[config.mk]
export PLATFORM = sky130hd
export DESIGN_NAME = gpw_ports
export DESIGN_NICKNAME = d
export VERILOG_FILES = /design/src/shared/gpw_pkg.sv /design/src/logic/gpw_sync.sv /design/src/logic/gpw_pad.sv /design/src/logic/gpw_ports.sv
export VERILOG_INCLUDE_DIRS = /design/src /design/src/shared
export SDC_FILE = /design/constraint.sdc
export NUM_CORES = 1
export LEC_CHECK = 0
export BUFFER_PORTS_ARGS = -buffer_cell sky130_fd_sc_hd__buf_2
export CAP_MARGIN = 10
export CORE_ASPECT_RATIO = 0.7
export CORE_MARGIN = 5
export CORE_UTILIZATION = 45
export DETAILED_ROUTE_END_ITERATION = 12
export GPL_TIMING_DRIVEN = 0
export PLACE_DENSITY = 0.63
export SLEW_MARGIN = 10
export SYNTH_ARGS = -nofsm -noshare
export SYNTH_HDL_FRONTEND = slang
export SYNTH_HIERARCHICAL = 1
export SYNTH_SLANG_ARGS = --single-unit
[constraint.sdc]
create_clock -name clk -period 3.2 [get_ports clk]
set_clock_uncertainty 0.1 [all_clocks]
set_input_delay 0.48 -clock clk [delete_from_list [all_inputs] [get_ports clk]]
set_output_delay 0.48 -clock clk [all_outputs]
set_load 0.005 [all_outputs]
[src/shared/gpw_consts.svh]
// Purpose: constants for the port block (offsets, fields, resets)
// Assumes: special function register byte addresses on an 8-bit core bus
// Notes: included by the main design file only; the package does not include it
// Summary of operation
// RULE1: three 8-bit ports, bit-accessible, 0 1 3
// RULE2: port data at 0x80, 0x90, 0xB0
// RULE3: read-modify-write reads return the output latch
// RULE4: other reads return the sensed pin level
// RULE5: logic, jump-clear, complement, inc/dec, bit moves are rmw
// RULE6: drive enabled pin outputs latch, input sees it
// RULE7: undriven with pull-up select is weak-high input
// RULE8: undriven without pull-up is plain high-impedance input
// RULE9: software should clear pull-up on output pins
// RULE10: wake-enabled gpio pins can wake the device; here a set wake bit masks its pin, and pins with the bit clear wake
// RULE11: wake term per pin, all ANDed onto irq two
// RULE12: software services irq two for pin wakes
// RULE13: per-port pull-up, drive and wake enable registers
// RULE14: serial0 pad select makes pad open drain
// RULE15: twowire pad select makes pads open drain
// RULE16: baseband pad direction bit: one output, zero input
// RULE17: clock pad select hands pad to clock
// RULE18: analog pad select hands pad to converter
// RULE19: pin inputs pass two flip-flops first
`ifndef GPW_CONSTS_SVH
`define GPW_CONSTS_SVH
// ----------------------------------------
// register byte addresses
// ----------------------------------------
`define GPW_ADDR_P0_DATA 8'h80
`define GPW_ADDR_P1_DATA 8'h90
`define GPW_ADDR_P3_DATA 8'hB0
`define GPW_ADDR_P3_WEAK 8'hAA
`define GPW_ADDR_P3_DRV 8'hAB
`define GPW_ADDR_P3_WAKE 8'hAC
`define GPW_ADDR_P0_WEAK 8'hB2
`define GPW_ADDR_P0_DRV 8'hB3
`define GPW_ADDR_P0_WAKE 8'hB4
`define GPW_ADDR_P1_WEAK 8'hB5
`define GPW_ADDR_P1_DRV 8'hB6
`define GPW_ADDR_P1_WAKE 8'hB7
`define GPW_ADDR_PAD_SEL 8'hBB
// ----------------------------------------
// pad select fields and reset values
// ----------------------------------------
`define GPW_SEL_SERIAL0 0
`define GPW_SEL_TWOWIRE 1
`define GPW_SEL_BASEBAND 3
`define GPW_SEL_CLOCK 4
`define GPW_SEL_ANALOG 5
`define GPW_SEL_MASK 8'h3B
`define GPW_RESET_BYTE 8'h00
`endif

[src/shared/gpw_pkg.sv]
// Purpose: types for the port block
// Assumes: constants come from gpw_consts.svh
// Notes: port index encoding used by the main file
package gpw_pkg;
  typedef enum {
    GPW_PORT0,
    GPW_PORT1,
    GPW_PORT3
  } gpw_port_t;
  typedef logic [7:0] gpw_byte_t;
endpackage

[src/logic/gpw_sync.sv]
// Purpose: two-flop synchroniser for one pin byte
// Assumes: asynchronous pin levels, one core clock
// Notes: first stage is read only by the second
`timescale 1ns/1ps
`default_nettype none
module gpw_sync #(
  parameter int WIDTH = 8
) (
  input wire logic clk,
  input wire logic rst_n,
  input wire logic [WIDTH-1:0] async_in,
  output logic [WIDTH-1:0] sync_out
);
  logic [WIDTH-1:0] meta_r;
  // ----------------------------------------
  // two stages
  // ----------------------------------------
  always_ff @(posedge clk or negedge rst_n) begin
    if (!rst_n) begin
      // idle pulled level, so the wake line sees no false low after reset
      meta_r <= '1;
      sync_out <= '1;
    end else begin
      meta_r <= async_in; // RULE19
      sync_out <= meta_r;
    end
  end
endmodule // gpw_sync
`default_nettype wire

[src/logic/gpw_pad.sv]
// Purpose: per-pin pad mode for one 8-bit port
// Assumes: drive, pull-up and latch come from registers
// Notes: open-drain bits drive low only
`timescale 1ns/1ps
`default_nettype none
module gpw_pad #(
  parameter int WIDTH = 8
) (
  input wire logic [WIDTH-1:0] latch,
  input wire logic [WIDTH-1:0] drive_en,
  input wire logic [WIDTH-1:0] weak_en,
  input wire logic [WIDTH-1:0] open_drain,
  input wire logic [WIDTH-1:0] released,
  output logic [WIDTH-1:0] pad_out,
  output logic [WIDTH-1:0] pad_oe,
  output logic [WIDTH-1:0] pad_pull
);
  // ----------------------------------------
  // per-bit mode table
  // ----------------------------------------
  for (genvar i = 0; i < WIDTH; i++) begin : g_bit
    always_comb begin
      if (released[i]) begin
        pad_out[i] = 1'b0;
        pad_oe[i] = 1'b0;
        pad_pull[i] = 1'b0; // RULE17 RULE18
      end else if (open_drain[i]) begin
        pad_out[i] = 1'b0;
        pad_oe[i] = ~latch[i]; // RULE14 RULE15
        pad_pull[i] = weak_en[i];
      end else begin
        pad_out[i] = latch[i]; // RULE6
        pad_oe[i] = drive_en[i];
        pad_pull[i] = weak_en[i] & ~drive_en[i]; // RULE7 RULE8
      end
    end
  end
endmodule // gpw_pad
`default_nettype wire

[src/logic/gpw_ports.sv]
// Purpose: three 8-bit gpio ports with wake and pad select
// Assumes: core presents an sfr bus and flags rmw reads
// Notes: outputs registered; pad values computed then flopped
// Notes: pin reads lag the pins by two clocks; pads lag writes by two
`timescale 1ns/1ps
`default_nettype none
`include "gpw_consts.svh"
module gpw_ports
  import gpw_pkg::*;
#(
  parameter int WIDTH = 8,
  parameter logic [7:0] SERIAL0_PAD_MASK = 8'h01,
  parameter logic [7:0] TWOWIRE_PAD_MASK = 8'h0C,
  parameter logic [7:0] BASEBAND_PAD_MASK = 8'h10,
  parameter logic [7:0] CLOCK_PAD_MASK = 8'h20,
  parameter logic [7:0] ANALOG_PAD_MASK = 8'h40
) (
  input wire logic clk,
  input wire logic rst_n,
  input wire logic [7:0] sfr_addr,
  input wire logic sfr_wr,
  input wire logic [7:0] sfr_wdata,
  input wire logic sfr_bit_wr,
  input wire logic [2:0] sfr_bit_sel,
  input wire logic sfr_bit_val,
  input wire logic sfr_rd,
  input wire logic sfr_rmw,
  output logic [7:0] sfr_rdata,
  output logic sfr_hit,
  input wire logic [WIDTH-1:0] p0_in,
  input wire logic [WIDTH-1:0] p1_in,
  input wire logic [WIDTH-1:0] p3_in,
  output logic [WIDTH-1:0] p0_out,
  output logic [WIDTH-1:0] p0_oe,
  output logic [WIDTH-1:0] p0_pull,
  output logic [WIDTH-1:0] p1_out,
  output logic [WIDTH-1:0] p1_oe,
  output logic [WIDTH-1:0] p1_pull,
  output logic [WIDTH-1:0] p3_out,
  output logic [WIDTH-1:0] p3_oe,
  output logic [WIDTH-1:0] p3_pull,
  output logic external_irq_two,
  output logic baseband_pad_direction,
  output logic clock_pad_select,
  output logic analog_pad_select
);
  // ----------------------------------------
  // register storage
  // ----------------------------------------
  logic [7:0] data_r [3];
  logic [7:0] weak_r [3];
  logic [7:0] drv_r [3];
  logic [7:0] wake_r [3];
  logic [7:0] sel_r;
  logic [7:0] pin_input_value [3];
  logic [7:0] pad_out_c [3];
  logic [7:0] pad_oe_c [3];
  logic [7:0] pad_pull_c [3];
  logic [7:0] wake_term [3];
  logic [7:0] od_c [3];
  logic [7:0] rel_c [3];
  logic [7:0] rd_nxt;
  logic hit_nxt;
  gpw_port_t wsel;
  logic wsel_ok;
  logic [1:0] wkind;

  // ----------------------------------------
  // synchronisers and pads
  // ----------------------------------------
  gpw_sync #(.WIDTH(WIDTH)) u_sync0 (.clk(clk), .rst_n(rst_n), .async_in(p0_in), .sync_out(pin_input_value[0]));
  gpw_sync #(.WIDTH(WIDTH)) u_sync1 (.clk(clk), .rst_n(rst_n), .async_in(p1_in), .sync_out(pin_input_value[1]));
  gpw_sync #(.WIDTH(WIDTH)) u_sync3 (.clk(clk), .rst_n(rst_n), .async_in(p3_in), .sync_out(pin_input_value[2]));

  // pad functions sit on port 3 only; masks are placement guesses
  // baseband pad keeps port behaviour; only its direction leaves the block
  always_comb begin
    od_c[0] = 8'h00;
    od_c[1] = 8'h00;
    rel_c[0] = 8'h00;
    rel_c[1] = 8'h00;
    od_c[2] = (sel_r[`GPW_SEL_SERIAL0] ? SERIAL0_PAD_MASK : 8'h00)
            | (sel_r[`GPW_SEL_TWOWIRE] ? TWOWIRE_PAD_MASK : 8'h00);
    rel_c[2] = (sel_r[`GPW_SEL_CLOCK] ? CLOCK_PAD_MASK : 8'h00)
             | (sel_r[`GPW_SEL_ANALOG] ? ANALOG_PAD_MASK : 8'h00);
  end

  for (genvar p = 0; p < 3; p++) begin : g_port
    gpw_pad #(.WIDTH(WIDTH)) u_pad (
      .latch(data_r[p]),
      .drive_en(drv_r[p]),
      .weak_en(weak_r[p]),
      .open_drain(od_c[p]),
      .released(rel_c[p]),
      .pad_out(pad_out_c[p]),
      .pad_oe(pad_oe_c[p]),
      .pad_pull(pad_pull_c[p])
    );
    // wake term is one when wake enable set, else the pin
    assign wake_term[p] = wake_r[p] | pin_input_value[p]; // RULE11
  end

  // ----------------------------------------
  // address decode for writes
  // ----------------------------------------
  always_comb begin
    wsel = GPW_PORT0;
    wsel_ok = 1'b1;
    wkind = 2'd0;
    case (sfr_addr)
      `GPW_ADDR_P0_DATA: begin wsel = GPW_PORT0; wkind = 2'd0; end
      `GPW_ADDR_P1_DATA: begin wsel = GPW_PORT1; wkind = 2'd0; end
      `GPW_ADDR_P3_DATA: begin wsel = GPW_PORT3; wkind = 2'd0; end
      `GPW_ADDR_P0_WEAK: begin wsel = GPW_PORT0; wkind = 2'd1; end
      `GPW_ADDR_P1_WEAK: begin wsel = GPW_PORT1; wkind = 2'd1; end
      `GPW_ADDR_P3_WEAK: begin wsel = GPW_PORT3; wkind = 2'd1; end
      `GPW_ADDR_P0_DRV: begin wsel = GPW_PORT0; wkind = 2'd2; end
      `GPW_ADDR_P1_DRV: begin wsel = GPW_PORT1; wkind = 2'd2; end
      `GPW_ADDR_P3_DRV: begin wsel = GPW_PORT3; wkind = 2'd2; end
      `GPW_ADDR_P0_WAKE: begin wsel = GPW_PORT0; wkind = 2'd3; end
      `GPW_ADDR_P1_WAKE: begin wsel = GPW_PORT1; wkind = 2'd3; end
      `GPW_ADDR_P3_WAKE: begin wsel = GPW_PORT3; wkind = 2'd3; end
      default: wsel_ok = 1'b0;
    endcase
  end

  // byte write or single-bit write into one of the port's registers
  function automatic logic [7:0] upd(input logic [7:0] old);
    logic [7:0] v;
    v = old;
    if (sfr_wr) begin
      v = sfr_wdata;
    end else if (sfr_bit_wr) begin
      v[sfr_bit_sel] = sfr_bit_val; // RULE1 RULE2
    end
    return v;
  endfunction

  // ----------------------------------------
  // port registers
  // ----------------------------------------
  for (genvar p = 0; p < 3; p++) begin : g_regs
    logic hit_p;
    assign hit_p = wsel_ok && (int'(wsel) == p) && (sfr_wr || sfr_bit_wr);
    always_ff @(posedge clk or negedge rst_n) begin
      if (!rst_n) begin
        data_r[p] <= `GPW_RESET_BYTE;
      end else if (hit_p && wkind == 2'd0) begin
        data_r[p] <= upd(data_r[p]); // RULE1
      end
    end

    always_ff @(posedge clk or negedge rst_n) begin
      if (!rst_n) begin
        weak_r[p] <= `GPW_RESET_BYTE;
      end else if (hit_p && wkind == 2'd1) begin
        weak_r[p] <= upd(weak_r[p]); // RULE13
      end
    end

    always_ff @(posedge clk or negedge rst_n) begin
      if (!rst_n) begin
        drv_r[p] <= `GPW_RESET_BYTE;
      end else if (hit_p && wkind == 2'd2) begin
        drv_r[p] <= upd(drv_r[p]); // RULE13
      end
    end

    always_ff @(posedge clk or negedge rst_n) begin
      if (!rst_n) begin
        wake_r[p] <= `GPW_RESET_BYTE;
      end else if (hit_p && wkind == 2'd3) begin
        wake_r[p] <= upd(wake_r[p]); // RULE13
      end
    end
  end

  always_ff @(posedge clk or negedge rst_n) begin
    if (!rst_n) begin
      sel_r <= `GPW_RESET_BYTE;
    end else if (sfr_addr == `GPW_ADDR_PAD_SEL && (sfr_wr || sfr_bit_wr)) begin
      sel_r <= upd(sel_r) & `GPW_SEL_MASK;
    end
  end

  // ----------------------------------------
  // read path
  // ----------------------------------------
  // rmw instructions see the latch so that untouched bits keep the
  // written value even where the pin is pulled the other way
  function automatic logic [7:0] port_view(input int p);
    return sfr_rmw ? data_r[p] : pin_input_value[p]; // RULE3 RULE4 RULE5
  endfunction

  always_comb begin
    rd_nxt = 8'h00;
    hit_nxt = 1'b1;
    case (sfr_addr)
      `GPW_ADDR_P0_DATA: rd_nxt = port_view(0);
      `GPW_ADDR_P1_DATA: rd_nxt = port_view(1);
      `GPW_ADDR_P3_DATA: rd_nxt = port_view(2);
      `GPW_ADDR_P0_WEAK: rd_nxt = weak_r[0];
      `GPW_ADDR_P1_WEAK: rd_nxt = weak_r[1];
      `GPW_ADDR_P3_WEAK: rd_nxt = weak_r[2];
      `GPW_ADDR_P0_DRV: rd_nxt = drv_r[0];
      `GPW_ADDR_P1_DRV: rd_nxt = drv_r[1];
      `GPW_ADDR_P3_DRV: rd_nxt = drv_r[2];
      `GPW_ADDR_P0_WAKE: rd_nxt = wake_r[0];
      `GPW_ADDR_P1_WAKE: rd_nxt = wake_r[1];
      `GPW_ADDR_P3_WAKE: rd_nxt = wake_r[2];
      `GPW_ADDR_PAD_SEL: rd_nxt = sel_r;
      default: hit_nxt = 1'b0;
    endcase
  end

  // data forced to zero between reads so a stale byte is never taken
  always_ff @(posedge clk or negedge rst_n) begin
    if (!rst_n) begin
      sfr_rdata <= 8'h00;
    end else begin
      sfr_rdata <= sfr_rd ? rd_nxt : 8'h00;
    end
  end

  always_ff @(posedge clk or negedge rst_n) begin
    if (!rst_n) begin
      sfr_hit <= 1'b0;
    end else begin
      sfr_hit <= sfr_rd & hit_nxt;
    end
  end

  // ----------------------------------------
  // registered pad and wake outputs
  // ----------------------------------------
  // one extra cycle of latency on pads, traded for clean outputs
  always_ff @(posedge clk or negedge rst_n) begin
    if (!rst_n) begin
      p0_out <= '0;
      p0_oe <= '0;
      p0_pull <= '0;
    end else begin
      p0_out <= pad_out_c[0]; // RULE6
      p0_oe <= pad_oe_c[0];
      p0_pull <= pad_pull_c[0]; // RULE7 RULE8
    end
  end

  always_ff @(posedge clk or negedge rst_n) begin
    if (!rst_n) begin
      p1_out <= '0;
      p1_oe <= '0;
      p1_pull <= '0;
    end else begin
      p1_out <= pad_out_c[1];
      p1_oe <= pad_oe_c[1];
      p1_pull <= pad_pull_c[1];
    end
  end

  always_ff @(posedge clk or negedge rst_n) begin
    if (!rst_n) begin
      p3_out <= '0;
      p3_oe <= '0;
      p3_pull <= '0;
    end else begin
      p3_out <= pad_out_c[2];
      p3_oe <= pad_oe_c[2];
      p3_pull <= pad_pull_c[2];
    end
  end

  // reset high, and the syncs reset high, so no false wake follows reset
  always_ff @(posedge clk or negedge rst_n) begin
    if (!rst_n) begin
      external_irq_two <= 1'b1;
    end else begin
      // low means some pin pulled the shared line; wakes the core
      external_irq_two <= &{wake_term[0], wake_term[1], wake_term[2]}; // RULE10 RULE11
    end
  end

  always_ff @(posedge clk or negedge rst_n) begin
    if (!rst_n) begin
      baseband_pad_direction <= 1'b0;
    end else begin
      baseband_pad_direction <= sel_r[`GPW_SEL_BASEBAND]; // RULE16
    end
  end

  always_ff @(posedge clk or negedge rst_n) begin
    if (!rst_n) begin
      clock_pad_select <= 1'b0;
    end else begin
      clock_pad_select <= sel_r[`GPW_SEL_CLOCK]; // RULE17
    end
  end

  always_ff @(posedge clk or negedge rst_n) begin
    if (!rst_n) begin
      analog_pad_select <= 1'b0;
    end else begin
      analog_pad_select <= sel_r[`GPW_SEL_ANALOG]; // RULE18
    end
  end
endmodule // gpw_ports
`default_nettype wire

; Yosys cells after proc, flatten, opt, wreduce, memory -nomap -nowiden
; Cells that the tools add are included.
[word_totals]
regBits = 234
out_inout_bits = 85
elab_cells = 263
[op_classes]
magnitude_cmp = 2
n_eq_ne = 18
mux = 102
bitwise_logic = 62
reduce_logical = 45
[ops]
columns = operator, count
row1 = $mux 8, 28
row2 = $bwmux 8, 13
row3 = $eq 8x8->1 const B, 13
row4 = $pmux 8 s13, 1
row5 = $mux 1, 52
row6 = $eq 32x2->1 const B, 1
row7 = $eq 32x3->1 const B, 1
row8 = $logic_not 32->1, 1
row9 = $not 1->1, 32
row10 = $reduce_and 2->1, 13
row11 = $and 1x1->1, 25
row12 = $or 8x8->8, 3
row13 = $reduce_and 24->1, 1
row14 = $logic_and 1x1->1, 20
row15 = $mux 6, 3
row16 = $reduce_or 13->1, 1
row17 = $reduce_or 12->1, 1
row18 = $reduce_or 3->1, 3
row19 = $reduce_or 4->1, 2
row20 = $mux 7, 1
row21 = $or 6x7->7, 1
row22 = $pmux 2 s3, 1
row23 = $eq 2x2->1 const B, 2
row24 = $lt 3x4->1 const B, 1
row25 = 9 further kinds, 9

; Longest topological paths before layout
; Gate-level depths: netlist of run 1.
[depth]
word_depth = 8
ltp_mapped = 8

; By module
; Netlist of run 1, hierarchy kept.
[modules_own_cells]
columns = mod, n_inst, cells_each, area_per_inst_um2, seq_area_each_um2
row1 = gpw_ports, 1, 708, 8232.9, 4655.7
row2 = gpw_sync, 3, 16, 420.4, 420.4
row3 = gpw_pad, 3, 40, 260.2, 0.0

; Least setup slack after synthesis of run 1
; No wires, ideal clock.
[synth_path]
path_kind = input to register
start = in sfr_addr[0]
end = reg data_r[20] in the netlist's numbering
arrival_time_ns = 2.253
path_slack_ns = 0.722
path_stages = 6
n_path_buf = 1
path_cell_list = or4_1 buf_2 or3_4 nor4_4 nand2_1 mux2_4
[synth_via]
elab_chain_len = 8
[synth_lines]
columns = item, line_no
row1 = start: declaration, gpw_ports.sv:20  ; input wire logic [7:0] sfr_addr,
row2 = $eq 8x8->1, gpw_ports.sv:110  ; case (sfr_addr)
row3 = $reduce_or 4->1 (no line), -
row4 = $pmux 2 s2, gpw_ports.sv:110
row5 = $logic_not 32->1, gpw_ports.sv:144  ; assign hit_p = wsel_ok && (int'(wsel) == p) && (sfr_wr || sfr_bit_wr);
row6 = $logic_and 1x1->1 (2 in a row), gpw_ports.sv:144
row7 = $logic_and 1x1->1 (*), gpw_ports.sv:148  ; end else if (hit_p && wkind == 2'd0) begin
row8 = $reduce_and 2->1 (no line) (*), -
row9 = end signal: indexed assignment, gpw_ports.sv:147  ; data_r[p] <= `GPW_RESET_BYTE;
row10 = end signal: indexed assignment, gpw_ports.sv:149  ; data_r[p] <= upd(data_r[p]);
row11 = end: declaration, gpw_ports.sv:50  ; logic [7:0] data_r [3];
; Mark *: on every way between the ends. The rest lies on a longest branch, timed or not.
; A chain may end at the register's enable or synchronous reset.

; Worst setup path in the final report of run 1
[layout_path]
start = in sfr_addr[6]
end = reg drv_r[9] in the netlist's numbering
[layout_via]
elab_chain_len = 8
[layout_lines]
columns = item, line_no
row1 = $eq 8x8->1, gpw_ports.sv:110
row2 = $reduce_or 4->1 (no line), -
row3 = $pmux 2 s2, gpw_ports.sv:110
row4 = $eq 32x2->1, gpw_ports.sv:144
row5 = $logic_and 1x1->1 (2 in a row), gpw_ports.sv:144
row6 = $logic_and 1x1->1 (*), gpw_ports.sv:164  ; end else if (hit_p && wkind == 2'd2) begin
row7 = $reduce_and 2->1 (no line) (*), -
row8 = end signal: indexed assignment, gpw_ports.sv:163  ; drv_r[p] <= `GPW_RESET_BYTE;
row9 = end signal: indexed assignment, gpw_ports.sv:165  ; drv_r[p] <= upd(drv_r[p]);
row10 = end: declaration, gpw_ports.sv:52  ; logic [7:0] drv_r [3];
; Marks and branches as above.

==> results.cfg, run 1 <==
[status]
status = complete, no violations

[routing]
wl_um = 33700
num_vias = 8330
wire_per_inst_um = 21.9
drc = 0
antenna_left = 0
drt_iter0_drc = 845
drt-pass1-iter-count = 5
post_drt_via_cell_ratio = 5.41

[critical_path]
rr_worst_depth = 4
cp-startpoint = sfr_addr[6]
crit_fanout = 10
r2r_start = data_r[19]
arrival_ps = 3390
r2r-end = sfr_rdata[3]
startpoint_type = input port
required_ps = 3480
critPathKind = input port to flip-flop
endpoint_kind = flip-flop
crit_path_end = drv_r[9]
rrSetupSlack_ps = 1450

[synth]
synth_ff_type = dfrtp_1
synthAdderAreaFrac = 0
synth-compound-area-share = 0.124
synthSimpleGateAreaFrac = 0.156
yosysSeqAreaShare = 0.576
synth_xor_area_frac = 0.000852
synth-edff-count = 0
syn_area_um2 = 10300
synth_area_leaders = dfrtp_1, dfstp_2, mux2_2, nor3b_1, mux2_1
yosys_warnings = 6
avgSynthCellArea_um2 = 11.7
synth_top_family_by_area = simple AND/OR/NAND/NOR gates
synth_async_sr_flop_share = 1.00
synth_top_area_frac = 0.451
synth_mux_area_frac = 0.120
postSynthCellCount = 876
yosysUniqueCellTypes = 64
yosys.area.top_type = dfrtp_1
ys_ff_latch = 234

[min_path]
min_path_type = input port to flip-flop

[sta]
tightestPinTransition_ps = 1230
fin_tns_setup_ps = 0
hold_viol = 0
rsz0062_at_grt = no
setup_viol = 0
report.final.slew_viol_count = 0
relSlewSlack = 0.175
post-route-min-period_ps = 3100
fmax_mhz = 322
timing.final.crit_share = 0.970

[cts]
insertion_delay_ps = 540
clk_pin_slew_worst_paths_ps = 60
tritoncts = built
cts.sinks = 234
post-cts-setup-buffer-count = 0
cts_resized = 0
cts-root-buf = clkbuf_16
htree_levels = 1
clk_path_buf_depth = 3
numCtsBuffers = 25

[grt]
grt_max_degree = 80
gr-usage-met3 = 0.0911
grt-busiest-layer = met1
grt_pass1_wl_um = 50300
grt-ovfl-total = 0
use_met2 = 0.365
first_global_vias = 7879
grt.met1_usage = 0.388
grt_usage = 0.261
antenna_found_initial = 2

[placement]
place_congestion = 0.963
port_buffers = 131
dpl.hpwl_um = 24500
dp.cells = 1470

[floorplan]
die_w_um = 191
initial_core_util = 0.455
die_h_um = 136
ios = 135
core_area_um2 = 22600
die-area_um2 = 26000
rows = 46

[power_and_ir_drop]
p_leak_nw = 6.12
power_density_nw_per_um2 = 517
ir_worst_vdd_mv = 0.477

[cells_and_area]
fillers = 2003
drive_above_1_share = 0.237
fin_nets = 1259
fin_cells = 1540
syn2layout_area_growth_pct = 26.8

[job]
cap_violations = 0
## critical path: stages
cell	delay [ps]
buf_2	120
nand4b_1	260
clkbuf_1	350
nor2_1	860
nand4_1	570
clkbuf_1	410
o21ai_0	230
o31ai_1	90
## area by class of cell
type	count	area (um^2)	share of cell area
Sequential cell	234	5920	0.454
Buffer	51	211	0.0162
Antenna cell	1	2.50	0.000192
Multi-Input combinational cell	734	4680	0.359
Clock buffer	34	691	0.0530
Inverter	5	18.8	0.00144
Clock inverter	11	144	0.0110
Tap cell	312	390	0.0300
Timing Repair Buffer	158	971	0.0745
## registers in the layout, summed over array words and instances (netlist names), 24 cells and up
signal and cells:
data_r 24, drv_r 24, wake_r 24, weak_r 24
## cell usage in the layout (no fill, tap or decap), drive strengths merged, types with 12 or more instances in the layout
| master | Yosys | layout |
|---|---|---|
| nor2b | 33 | 33 |
| buf | 14 | 146 |
| dlygate4sd3 | 0 | 25 |
| a31oi | 21 | 21 |
| dfrtp | 185 | 185 |
| nor3 | 42 | 42 |
| o22ai | 14 | 14 |
| conb | 1 | 150 |
| nand3 | 12 | 12 |
| nor3b | 50 | 50 |
| a21oi | 30 | 30 |
| o21ai | 38 | 38 |
| mux2i | 22 | 22 |
| nand2 | 39 | 39 |
| mux2 | 69 | 69 |
| o31ai | 19 | 19 |
| nor2 | 66 | 66 |
| a211oi | 26 | 26 |
| clkbuf | 38 | 72 |
| dfstp | 49 | 49 |
| nand2b | 14 | 14 |
## layer usage
metal / up-vias / part of all wire
met4: 4 / 0.029
met2: 437 / 0.41
met3: 75 / 0.12
li1: 3757 / -
met1: 4057 / 0.44
met5: - / 0.00077
## worst min path at each step
stage / start / end / cells after the start
5_1_grt: sfr_wdata[1] / sel_r[1] / 3
3_3_place_gp: u_sync3/meta_r[6] / u_sync3/sync_out[6] / 0
3_5_place_dp: u_sync0/meta_r[6] / u_sync0/sync_out[6] / 0
2_1_floorplan: rst_n / analog_pad_select / 0
6_report: sfr_wdata[1] / sel_r[1] / 3
4_1_cts: sfr_wdata[1] / sel_r[1] / 3
## through the flow
stage	utilization	hold WS [ps]	total power [mW]	worst slack (ps)	area (um^2)
6_report	0.577	206	6.74	95.4	13000
5_1_grt	0.577	205	6.99	11.0	13000
4_1_cts	0.578	193	6.78	103	13000
3_5_place_dp	0.529	247	3.78	-435	11900
3_3_place_gp	0.527	246	3.76	-2500	11900
2_1_floorplan	-	84.4	3.49	722	10800
## logic make-up (layout without fill, tap and decap cells)
logic type,after synthesis,in the layout
compound gates,191,191
xor+xnor,1,1
buf+inv,57,259
flops,234,234
mux,101,101
other cells,1,151
simple gates,291,291
## where the power goes
group / switching [mW] / total [mW] / internal, mW
clock: 1.21 / 2.97 / 1.76
sequential: 0.0990 / 3.20 / 3.10
combinational: 0.360 / 0.569 / 0.209
## repair_timing
action	CTS	global route
hold buffers	25	0
endpoints found under the hold margin	98	0
setup endpoints to repair	0	3
## synth_stat cells, types with 15 or more instances
cell / number
mux2_2: 37
nand2_1: 39
nor3_1: 42
mux2_1: 29
o21ai_1: 15
a31oi_1: 21
nor2b_1: 33
dfrtp_1: 185
a21oi_1: 30
clkbuf_1: 38
o21ai_0: 23
dfstp_2: 49
nor2_1: 66
a211oi_1: 25
mux2i_1: 22
nor3b_1: 50
o31ai_1: 19
Note: power is estimated with default switching activity, not from simulation.
==> run 2, diff against run 1 <==
--- a/config.mk
+++ b/config.mk
@@ -14,6 +14,7 @@
 export DETAILED_ROUTE_END_ITERATION = 12
 export GPL_TIMING_DRIVEN = 0
 export PLACE_DENSITY = 0.63
+export SETUP_SLACK_MARGIN = 0.5
 export SLEW_MARGIN = 10
 export SYNTH_ARGS = -nofsm -noshare
 export SYNTH_HDL_FRONTEND = slang
==> run 2 against run 1 <==
First-iteration DRC count is 2.5% higher. Via count rose by 1.1%. Sequential share of layout area decreased by 0.17 points. Die area did not move. Maximum frequency grew 15%. Sequential power about the same. Hold slack better by 1.8 ps. Global-route usage hardly changed. Critical endpoint is now drv_r[5]. Largest power group unchanged.
==> results.cfg, run 2 (same netlist as run 1, synthesis figures left out) <==
[status]
status = complete, no violations

[routing]
num_vias = 8425
post_drt_via_cell_ratio = 5.47
antenna_left = 0
wl_um = 34100
drt_iter0_drc = 866
drc = 0
wire_per_inst_um = 22.1
drt-pass1-iter-count = 6

[cts]
numCtsBuffers = 25
tritoncts = built
cts-root-buf = clkbuf_16
cts.sinks = 234
htree_levels = 1
clk_path_buf_depth = 3
clk_pin_slew_worst_paths_ps = 60
insertion_delay_ps = 540

[placement]
place_congestion = 0.963
dpl.hpwl_um = 24500
port_buffers = 131
place_ws_ps = -435

[power_and_ir_drop]
ir_worst_vdd_mv = 0.477
power_density_nw_per_um2 = 516
finalPower_mw = 6.75
p_leak_nw = 6.14

[job]
cap_violations = 0

[min_path]
min_path_type = input port to flip-flop

[critical_path]
critPathKind = input port to flip-flop
endpoint_kind = flip-flop
crit_fanout = 10
required_ps = 3500
startpoint_type = input port
arrival_ps = 3000

[floorplan]
ios = 135
die_w_um = 191
die-area_um2 = 26000
initial_core_util = 0.455
die_h_um = 136
rows = 46
core_area_um2 = 22600

[sta]
report.final.slew_viol_count = 0
holdWs_ps = 207
hold_viol = 0
post-route-min-period_ps = 2700
setup_ws_ps = 502
setup_viol = 0
rsz0062_at_grt = no
relSlewSlack = 0.198
fmax_mhz = 371
tightestPinTransition_ps = 1200
fin_tns_setup_ps = 0
timing.final.crit_share = 0.843

[grt]
grt_usage = 0.261
antenna_found_initial = 2
grt-ovfl-total = 0
first_global_vias = 7896
grt_pass1_wl_um = 50300
grt_max_degree = 80

[cells_and_area]
mostFrequentLayoutCells = dfrtp_1, conb_1, buf_2, nor2_1, nor3b_1
antenna_cells = 0
fillers = 2000
mostFrequentLayoutCell = dfrtp_1
final_util = 0.580
syn2layout_area_growth_pct = 27.3
drive_above_1_share = 0.244
fin_nets = 1261
## run 2: path summary, 6_finish.rpt
check | end | start | slack [ps] | depth (start not counted)
min reg2reg | u_sync3/sync_out[6] | u_sync3/meta_r[6] | 250 | 0
max | drv_r[5] | sfr_addr[2] | 500 | 8
max reg2reg | sfr_rdata[3] | data_r[19] | 1470 | 4
max in group asynchronous | u_sync1/sync_out[7] | rst_n | 1360 | 4
min | sel_r[1] | sfr_wdata[1] | 210 | 3
min in group asynchronous | p0_oe[1] | rst_n | 410 | 2
## run 2: report_power, final
| part | leakage (nW) | switching, mW | total (mW) | internal [mW] |
|---|---|---|---|---|
| Sequential | 3.05 | 0.0997 | 3.20 | 3.10 |
| Combinational | 2.68 | 0.363 | 0.573 | 0.210 |
| Clock | 0.404 | 1.21 | 2.98 | 1.76 |
| Total | 6.14 | 1.68 | 6.75 | 5.07 |
## run 2: stage by stage
step	area, um^2	cells
after global routing	13100	1541
after global placement	11900	1468
after detailed placement	11900	1470
after CTS	13100	1540
after floorplan	10800	1025
final	13100	1541
## run 2: critical path, cell delays in order
cell	delay, ps
buf_2	150
clkbuf_1	340
nand3b_1	170
o22ai_1	150
nand3_1	480
clkbuf_1	520
nor3_1	330
mux2_1	360
## run 2: cell type report
| class | instances | area, um^2 | area share |
|---|---|---|---|
| buffer | 52 | 226 | 0.0173 |
| clock buffer | 34 | 691 | 0.0528 |
| clock inverter | 11 | 144 | 0.0110 |
| inverter | 5 | 18.8 | 0.00144 |
| multi-input combinational | 734 | 4710 | 0.360 |
| sequential | 234 | 5920 | 0.452 |
| tap | 312 | 390 | 0.0299 |
| timing repair buffer | 159 | 978 | 0.0748 |
## run 2: timing repair
item	4_1_cts	5_1_grt
pin swaps	0	1
endpoints found under the setup margin	27	36
setup buffers	0	1
resized for setup	7	6
hold endpoints to repair	98	0
hold buffers	25	0
## run 2: metal layers
| metal | up-vias | share of wire | track usage |
|---|---|---|---|
| met1 | 4122 | 0.43 | 0.387 |
| li1 | 3752 | - | - |
| met5 | - | 0.00076 | 0 |
| met4 | 4 | 0.034 | 0.0766 |
| met2 | 466 | 0.41 | 0.363 |
| met3 | 81 | 0.13 | 0.0893 |
